## src/hbp_pkg.sv

```systemverilog
// Shared constants and types for the host bus port decode block.
// Assumes a single 125 MHz system clock and an asynchronous reset.
package hbp_pkg;

  // Widths of the multiplexed address/data bus and the register index.
  localparam int ADDR_W = 8;
  localparam int DATA_W = 8;
  localparam int REG_IDX_W = 7;

  // Field positions inside the latched host address.
  localparam int ADDR_BYTE_BIT = 0;
  localparam int ADDR_HALF_BIT = 7;

  // Register indices below this limit concern the device as a whole.
  localparam logic [REG_IDX_W-1:0] DEV_IDX_LIMIT = 7'h10;

  // Number of peripheral channels.
  localparam int CHANNELS = 2;

  // Clock rate and the least spacing of master-mode transfers.
  localparam int CLK_PERIOD_PS = 8000;
  localparam int MASTER_GAP_CLKS = 4;
  localparam int GAP_W = 3;
  localparam logic [GAP_W-1:0] GAP_RELOAD = 3'h3;
  localparam logic [GAP_W-1:0] GAP_ZERO = 3'h0;

  // Reset values.
  localparam logic [DATA_W-1:0] DATA_RST = 8'h00;
  localparam logic [1:0] SYNC_HIGH = 2'h3;
  localparam logic [1:0] SYNC_LOW = 2'h0;

  // Host access sequencer states.
  typedef enum logic [2:0] {
    HBP_IDLE = 3'h1,
    HBP_ACCESS = 3'h2,
    HBP_FINISH = 3'h4
  } hbp_host_state_t;

endpackage : hbp_pkg

```

## src/hbp_chan_handshake.sv

```systemverilog
// One peripheral channel's request/acknowledge handshake.
// Assumes the pins come from outside the clock domain; both are
// synchronised here before any logic looks at them.
`timescale 1ns/1ps
module hbp_chan_handshake (
  // Clock and reset
  input wire logic clk,
  input wire logic reset,
  // Mode and internal transfer side
  input wire logic masterMode,
  input wire logic xferReady,
  output logic xferDone,
  // Cycle request pin
  input wire logic cycleReqIn,
  output logic cycleReqOut,
  output logic cycleReqOe_n,
  // Cycle acknowledge pin
  input wire logic cycleAckIn,
  output logic cycleAckOut,
  output logic cycleAckOe_n
);

  typedef struct packed {
    logic [1:0] reqSync;
    logic [1:0] ackSync;
    logic ackPrev;
    logic reqDrive;
    logic ackDrive;
    logic [hbp_pkg::GAP_W-1:0] gap;
    logic done;
  } hbp_chan_state_t;

  hbp_chan_state_t st_r;
  hbp_chan_state_t st_nxt;

  // Direction follows the mode; an enable is low while we drive.
  assign cycleReqOe_n = masterMode;
  assign cycleAckOe_n = ~masterMode;
  assign cycleReqOut = st_r.reqDrive;
  assign cycleAckOut = st_r.ackDrive;
  assign xferDone = st_r.done;

  // Next state: master mode answers requests with spaced acks, slave
  // mode raises requests and counts the far end's acks.
  always_comb
  begin
    st_nxt = st_r;
    st_nxt.reqSync = {st_r.reqSync[0], cycleReqIn};
    st_nxt.ackSync = {st_r.ackSync[0], cycleAckIn};
    st_nxt.ackPrev = st_r.ackSync[1];
    st_nxt.done = 1'b0;
    if (st_r.gap != hbp_pkg::GAP_ZERO)
    begin
      st_nxt.gap = st_r.gap - 3'h1;
    end
    if (masterMode)
    begin
      st_nxt.reqDrive = 1'b0;
      if (st_r.ackDrive && !st_r.reqSync[1])
      begin
        st_nxt.ackDrive = 1'b0;
      end
      else if (!st_r.ackDrive && st_r.reqSync[1] && xferReady &&
               st_r.gap == hbp_pkg::GAP_ZERO)
      begin
        // The reload holds off the next ack for four clocks in all.
        st_nxt.ackDrive = 1'b1;
        st_nxt.gap = hbp_pkg::GAP_RELOAD;
        st_nxt.done = 1'b1;
      end
    end
    else
    begin
      st_nxt.ackDrive = 1'b0;
      st_nxt.gap = hbp_pkg::GAP_ZERO;
      // No spacing is imposed here, so the far end sets the pace.
      st_nxt.reqDrive = xferReady && !st_r.ackSync[1];
      st_nxt.done = st_r.ackSync[1] && !st_r.ackPrev;
    end
  end

  // State register.
  always_ff @(posedge clk or posedge reset)
  begin
    if (reset)
    begin
      st_r <= '0;
    end
    else
    begin
      st_r <= st_nxt;
    end
  end

endmodule : hbp_chan_handshake

```

## src/hbp_port_decode.sv

```systemverilog
// Processor-side bus port: multiplexed address/data decode, wait
// control, interrupt pin and the two channel handshakes.
// Assumes a register file behind it that answers regRead/regWrite with
// regAck, and host pins that are asynchronous to clk.
//
// Summary of operation
// - Address bits 7..0 arrive on the same eight lines later used for data.
// - Address bit 0 is ignored, so even and odd byte pairs alias.
// - Device-wide registers ignore address bit 7, appearing in both halves.
// - Only eight data bits move per access; upper-byte enable is unused.
// - Cycle request is an input in master mode, driven in slave mode.
// - Cycle acknowledge is driven in master mode, an input in slave mode.
// - In master mode a channel moves at most one byte per four clocks.
// - In slave mode a channel's full handshake takes at least six clocks per byte.
// - Wait control stays active until the pending access can finish.
`timescale 1ns/1ps
module hbp_port_decode (
  // Clock and reset
  input wire logic clk,
  input wire logic reset,
  // Host multiplexed address/data lines
  input wire logic [hbp_pkg::ADDR_W-1:0] hostAddrDataIn,
  output logic [hbp_pkg::DATA_W-1:0] hostAddrDataOut,
  output logic hostAddrDataOe_n,
  // Host strobes
  input wire logic hostAddrStrobe,
  input wire logic hostChipSel_n,
  input wire logic hostRead_n,
  input wire logic hostWrite_n,
  // Host wait control, open drain
  output logic hostReadyOut,
  output logic hostReadyOe_n,
  // Host interrupt request, open drain
  output logic hostIrqOut,
  output logic hostIrqOe_n,
  // Register file side
  output logic [hbp_pkg::REG_IDX_W-1:0] regIndex,
  output logic regRead,
  output logic regWrite,
  output logic [hbp_pkg::DATA_W-1:0] regWrData,
  input wire logic [hbp_pkg::DATA_W-1:0] regRdData,
  input wire logic regAck,
  input wire logic irqPending,
  // Channel control side
  input wire logic [hbp_pkg::CHANNELS-1:0] chanMasterMode,
  input wire logic [hbp_pkg::CHANNELS-1:0] chanXferReady,
  output logic [hbp_pkg::CHANNELS-1:0] chanXferDone,
  // Channel A handshake pins
  input wire logic chanACycleRequestIn,
  output logic chanACycleRequestOut,
  output logic chanACycleRequestOe_n,
  input wire logic chanACycleAckIn,
  output logic chanACycleAckOut,
  output logic chanACycleAckOe_n,
  // Channel B handshake pins
  input wire logic chanBCycleRequestIn,
  output logic chanBCycleRequestOut,
  output logic chanBCycleRequestOe_n,
  input wire logic chanBCycleAckIn,
  output logic chanBCycleAckOut,
  output logic chanBCycleAckOe_n
);

  typedef struct packed {
    logic [hbp_pkg::ADDR_W-1:0] adSync1;
    logic [hbp_pkg::ADDR_W-1:0] adSync2;
    logic [1:0] aleSync;
    logic [1:0] csSync;
    logic [1:0] rdSync;
    logic [1:0] wrSync;
    logic alePrev;
    logic [hbp_pkg::ADDR_W-1:0] addr;
    hbp_pkg::hbp_host_state_t state;
    logic isRead;
    logic [hbp_pkg::REG_IDX_W-1:0] idx;
    logic rdStrobe;
    logic wrStrobe;
    logic [hbp_pkg::DATA_W-1:0] wrData;
    logic [hbp_pkg::DATA_W-1:0] rdData;
    logic drive;
    logic holdWait;
    logic irq;
  } hbp_host_reg_t;

  hbp_host_reg_t st_r;
  hbp_host_reg_t st_nxt;

  // Synchronised strobe levels, active high for readability.
  logic csOn;
  logic rdOn;
  logic wrOn;
  logic aleFell;
  logic [hbp_pkg::REG_IDX_W-1:0] rawIdx;

  assign csOn = !st_r.csSync[1];
  assign rdOn = !st_r.rdSync[1];
  assign wrOn = !st_r.wrSync[1];
  assign aleFell = st_r.alePrev && !st_r.aleSync[1];

  // Bit 0 is dropped from the index; there is no upper-byte lane.
  assign rawIdx =
    st_r.addr[hbp_pkg::ADDR_W-1:hbp_pkg::ADDR_BYTE_BIT+1];

  // Register file and pin outputs from flip-flops; the open-drain pin levels are tied low.
  assign regIndex = st_r.idx;
  assign regRead = st_r.rdStrobe;
  assign regWrite = st_r.wrStrobe;
  assign regWrData = st_r.wrData;
  assign hostAddrDataOut = st_r.rdData;
  assign hostAddrDataOe_n = !st_r.drive;
  assign hostReadyOut = 1'b0;
  assign hostReadyOe_n = !st_r.holdWait;
  assign hostIrqOut = 1'b0;
  assign hostIrqOe_n = !st_r.irq;

  // Sequencer: latch address, issue one access, hold wait until the
  // register file answers, then drive read data until the strobes drop.
  // The synchronisers cost two clocks of latency on every host edge,
  // traded for immunity to metastability on the asynchronous pins.
  always_comb
  begin
    st_nxt = st_r;
    st_nxt.adSync1 = hostAddrDataIn;
    st_nxt.adSync2 = st_r.adSync1;
    st_nxt.aleSync = {st_r.aleSync[0], hostAddrStrobe};
    st_nxt.csSync = {st_r.csSync[0], hostChipSel_n};
    st_nxt.rdSync = {st_r.rdSync[0], hostRead_n};
    st_nxt.wrSync = {st_r.wrSync[0], hostWrite_n};
    st_nxt.alePrev = st_r.aleSync[1];
    st_nxt.rdStrobe = 1'b0;
    st_nxt.wrStrobe = 1'b0;
    st_nxt.irq = irqPending;
    if (aleFell)
    begin
      st_nxt.addr = st_r.adSync2;
    end
    case (st_r.state)
      hbp_pkg::HBP_IDLE:
      begin
        st_nxt.drive = 1'b0;
        if (csOn && (rdOn || wrOn))
        begin
          // Device-wide registers lose the half-select bit.
          if ({1'b0, rawIdx[hbp_pkg::REG_IDX_W-2:0]} <
              hbp_pkg::DEV_IDX_LIMIT)
          begin
            st_nxt.idx = {1'b0, rawIdx[hbp_pkg::REG_IDX_W-2:0]};
          end
          else
          begin
            st_nxt.idx = rawIdx;
          end
          st_nxt.isRead = rdOn;
          st_nxt.rdStrobe = rdOn;
          st_nxt.wrStrobe = !rdOn;
          st_nxt.wrData = st_r.adSync2[hbp_pkg::DATA_W-1:0];
          st_nxt.holdWait = 1'b1;
          st_nxt.state = hbp_pkg::HBP_ACCESS;
        end
      end
      hbp_pkg::HBP_ACCESS:
      begin
        if (regAck)
        begin
          if (st_r.isRead)
          begin
            st_nxt.rdData = regRdData;
          end
          st_nxt.holdWait = 1'b0;
          st_nxt.drive = st_r.isRead && csOn && rdOn;
          st_nxt.state = hbp_pkg::HBP_FINISH;
        end
      end
      hbp_pkg::HBP_FINISH:
      begin
        // Release as soon as either read or select goes away.
        st_nxt.drive = st_r.isRead && csOn && rdOn;
        if (!csOn || (!rdOn && !wrOn))
        begin
          st_nxt.state = hbp_pkg::HBP_IDLE;
        end
      end
      default:
      begin
        st_nxt.drive = 1'b0;
        st_nxt.holdWait = 1'b0;
        st_nxt.state = hbp_pkg::HBP_IDLE;
      end
    endcase
  end

  // State register; synchronisers reset to the idle pin levels.
  always_ff @(posedge clk or posedge reset)
  begin
    if (reset)
    begin
      st_r <= '0;
      st_r.aleSync <= hbp_pkg::SYNC_LOW;
      st_r.csSync <= hbp_pkg::SYNC_HIGH;
      st_r.rdSync <= hbp_pkg::SYNC_HIGH;
      st_r.wrSync <= hbp_pkg::SYNC_HIGH;
      st_r.state <= hbp_pkg::HBP_IDLE;
      st_r.rdData <= hbp_pkg::DATA_RST;
      st_r.wrData <= hbp_pkg::DATA_RST;
    end
    else
    begin
      st_r <= st_nxt;
    end
  end

  // Channel pins gathered so one generate loop serves both channels.
  logic [hbp_pkg::CHANNELS-1:0] reqIn;
  logic [hbp_pkg::CHANNELS-1:0] reqOut;
  logic [hbp_pkg::CHANNELS-1:0] reqOe_n;
  logic [hbp_pkg::CHANNELS-1:0] ackIn;
  logic [hbp_pkg::CHANNELS-1:0] ackOut;
  logic [hbp_pkg::CHANNELS-1:0] ackOe_n;

  assign reqIn = {chanBCycleRequestIn, chanACycleRequestIn};
  assign ackIn = {chanBCycleAckIn, chanACycleAckIn};
  assign chanACycleRequestOut = reqOut[0];
  assign chanACycleRequestOe_n = reqOe_n[0];
  assign chanACycleAckOut = ackOut[0];
  assign chanACycleAckOe_n = ackOe_n[0];
  assign chanBCycleRequestOut = reqOut[1];
  assign chanBCycleRequestOe_n = reqOe_n[1];
  assign chanBCycleAckOut = ackOut[1];
  assign chanBCycleAckOe_n = ackOe_n[1];

  // One handshake per channel.
  genvar ch;
  generate
    for (ch = 0; ch < hbp_pkg::CHANNELS; ch++)
    begin : g_chan
      hbp_chan_handshake u_hs (
        .clk(clk),
        .reset(reset),
        .masterMode(chanMasterMode[ch]),
        .xferReady(chanXferReady[ch]),
        .xferDone(chanXferDone[ch]),
        .cycleReqIn(reqIn[ch]),
        .cycleReqOut(reqOut[ch]),
        .cycleReqOe_n(reqOe_n[ch]),
        .cycleAckIn(ackIn[ch]),
        .cycleAckOut(ackOut[ch]),
        .cycleAckOe_n(ackOe_n[ch])
      );
    end
  endgenerate

endmodule : hbp_port_decode

```

## config.mk

```make
export PLATFORM = sky130hd
export DESIGN_NAME = hbp_port_decode
export DESIGN_NICKNAME = d
export VERILOG_FILES = /design/src/hbp_pkg.sv /design/src/hbp_chan_handshake.sv /design/src/hbp_port_decode.sv
export SDC_FILE = /design/constraint.sdc
export NUM_CORES = 1
export LEC_CHECK = 0
export BUFFER_PORTS_ARGS = -buffer_cell sky130_fd_sc_hd__buf_2
export CAP_MARGIN = 20
export CORE_ASPECT_RATIO = 0.9
export CORE_MARGIN = 2
export CORE_UTILIZATION = 46
export CTS_CLUSTER_SIZE = 12
export DETAILED_ROUTE_END_ITERATION = 7
export PLACE_DENSITY = 0.69
export SETUP_SLACK_MARGIN = 0.3
export SLEW_MARGIN = 20
export SYNTH_ARGS = -nofsm -noshare
export SYNTH_HDL_FRONTEND = slang
export SYNTH_SLANG_ARGS = --single-unit
```

## constraint.sdc

```tcl
create_clock -name clk -period 7.5 [get_ports clk]
set_input_delay 1.125 -clock clk [delete_from_list [all_inputs] [get_ports clk]]
set_output_delay 1.125 -clock clk [all_outputs]
set_load 0.03 [all_outputs]
```

==> summary.md <==
| Metric | Value |
|---|---|
| Register bit total from synthesis | 86 |
| Crit path launch type | input port |
| CTS Buf Count | 9 |
| Dpl hpwl | 3100 um |
| Setup CP Type | input port to primary output |
| YS warnings | 0 |
| Worst Setup End Kind | primary output |
| Iter 0 DRT Violations | 83 |
| Final-report max-slew violation count | 0 |
| Mapped Area | 3250 sq um |
| Critical path origin | chanMasterMode[0] |
| Vias in the first global route | 1692 |
| Crit share post-route | 35.8% |
| DP Cell Count | 353 |
| Post-cts resize count | 0 |
| Total core area | 6930 sq um |
| Max FO, Critical Path | 7 |
| Routed WL per cell | 12.8 um |
| Fin crit period | 2680 ps |
| Clk sink count | 86 |
| Asr flop ratio synth | 100% |
| Fmax | 373 MHz |
| Rel. slew slack | 43.2% |
| H-tree levels | 3 |
| FF-to-FF Start | st_r[29] |
| Seq/Total Area, Yosys | 66.6% |
| CP peak stage delay | 200 ps |
| Outcome | completed |
| Global-route wire length before repair | 7990 um |
| Hold Crit Class | flip-flop to flip-flop |
| Worst EP required | 6380 ps |
| Chip width | 92.6 um |
| Post-detailed-route count of antenna-violating nets | 0 |
| Mean Syn Cell Area | 14.6 sq um |
| Power per cell area | 383 nW/um^2 |
| CP arrival | 1560 ps |
| Cell variety after synth | 32 |
| RSZ-0062 raised after global routing | no |
| Syn Inst Count | 222 |
| Drt pass-1 iters | 4 |
| Max IR drop VDD | 0.000227 V |
| Grt ovf | 0 |
| CTS tree | yes |
| Final Core Density | 53.0% |
| # setup viols final | 0 |
| Largest net degree at the start of global routing | 87 |
| Layout Nets | 307 |
| Io pins | 72 |
| Leading area contributor after synthesis | dfrtp_1 |
| Non-Filler Instances | 369 |
| Worst-margin pin slew | 853 ps |
| Share of the synthesized area in the top cell type | 60.9% |
| Die area | 7750 sq um |
| Clock Latency Late Sink | 340 ps |
| Layout area overhead | 13.2% |
| Total track usage | 13.5% |
| CTS max path bufs | 2 |
| Die Ht | 83.7 um |
| Vias | 1663 |
| Most used flip-flop cell after synthesis | dfrtp_1 |
| CP dominant cell by count | buf_2 |
| Crit path cell chain | buf_2, inv_1, buf_2 |
| DR vias/cell | 4.51 |
| Critical-path top delay cell | buf_2 |
| Number of flops mapped to enable cells by yosys | 0 |
| Proportion of layout cells with a drive suffix above 1 | 46.7% |
| Root Buffer | clkbuf_8 |
| Synth top area cells | dfrtp_1 61%, mux2_2 8.0%, buf_4 6.7%, dfstp_2 5.7%, mux2_4 2.8% |
| Clk slew on worst S/H paths | 80 ps |
| Initial Utilization | 46.8% |
| Hold buffer count at cts | 0 |
| Number of diodes | 0 |
| Num rows | 29 |
| Clock skew | 7.09 ps |
| Antenna violations before repair | 0 |
| RD Place Congestion | 0.790 |
| Total wire length | 4710 um |
| Setup bufs post-CTS | 0 |
| Setup TNS | 0 ps |
| MaxCap Viol Count | 0 |
| Residual DRC | 0 |
| Final hold vios | 0 |
| Hold path start | g_chan[0].u_hs.st_nxt[10] |
| Static leakage | 1.84 nW |
| Port buffer count | 69 |
critical path, delay by kind of cell:
kind,cells,cell delay (ps)
buffers and inverters,3,430
report_power, final:
group	leakage, nW	switching, mW	internal (mW)	total (mW)
registers	1.04	0.0563	0.572	0.628
clock network	0.103	0.163	0.165	0.328
logic	0.702	0.270	0.182	0.452
total	1.84	0.489	0.918	1.41
sequential cells by signal, summed over array words and instances, names as in the netlist:
name and flops:
st_nxt 13, g_chan.u_hs.st_nxt 6, rawIdx 7, g_chan.u_hs.cycleAckOut 2
regWrite 1, regIndex 7, g_chan.u_hs.st_r 10, g_chan.u_hs.cycleReqOut 2
regWrData 8, hostAddrDataOut 8, st_r 19, g_chan.u_hs.xferDone 2
regRead 1
Yosys cell counts, drive strengths merged, types with 2 or more instances:
cell and number:
a21o 5, a21oi 4, a31o 4, buf 31, clkbuf 2, dfrtp 79, dfstp 7, ha 4
inv 16, mux2 29, mux2i 4, nand2 4, nor2 6, nor2b 4, nor3b 4, o21ai 4
or4b 2, xnor2 3
cell families (layout without fill, tap and decap cells):
logic type | after synthesis | in the layout | synth area share, %
AOI/OAI and AO/OA | 20 | 20 | 4.20
other | 1 | 2 | 0.115
xor gates and xnor gates | 3 | 3 | 0.809
buffers and inverters | 49 | 102 | 9.75
and+or+nand+nor | 26 | 26 | 5.05
adders and majority gates | 4 | 4 | 1.54
muxes | 33 | 33 | 12.0
DFF | 86 | 86 | 66.6
layout by cell type, fill, tap and decap left out, types with 2 or more instances in the layout:
cell and instances:
inv_1 15, clkbuf_8 10, ha_1 4, mux2_2 23, a31o_2 4, conb_1 2
mux2_4 6, mux2i_1 4, nor2_1 6, clkinv_4 2, nand2_1 4, clkinv_2 2
xnor2_1 3, dfrtp_1 79, dfstp_2 7, buf_2 69, o21ai_0 4, nor3b_1 4
a21oi_1 4, nor2b_1 4, a21o_1 5
final cells by class:
| class | instances | area, sq um |
|---|---|---|
| fill | 597 | 3260 |
| sequential | 86 | 2160 |
| multi-input combinational | 88 | 773 |
| timing repair buffer | 70 | 357 |
| clock buffer | 10 | 138 |
| tap | 93 | 116 |
| clock inverter | 6 | 68.8 |
| inverter | 16 | 61.3 |
path summary, 6_finish.rpt:
path | endpoint | slack [ps] | cells past startpoint
hold / removal | g_chan[0].u_hs.st_r[10] | 350 | 0
setup / recovery | chanACycleAckOe_n | 4820 | 3
max in group asynchronous | rawIdx[2] | 6010 | 3
min in group asynchronous | st_nxt[53] | 970 | 3
hold reg to reg | g_chan[0].u_hs.st_r[10] | 350 | 0
setup reg to reg | regWrData[1] | 5390 | 3
per-stage QoR:
step | cell area [sq um] | hold WS, ps | setup slack (ps) | total power [mW]
4_1_cts | 3670 | 350 | 4810 | 1.43
3_3_place_gp | 3460 | 332 | 4840 | 1.08
5_1_grt | 3670 | 354 | 4790 | 1.49
2_1_floorplan | 3250 | 331 | 4160 | 1.07
6_report | 3670 | 347 | 4820 | 1.41
3_5_place_dp | 3460 | 335 | 4810 | 1.09
metal layers:
metal	track usage (%)	wire length (um)
met5	0	0
met4	3.66	54
met3	6.50	336
met2	20.1	2140
met1	17.7	2180
(Power assumes the default switching activity.)
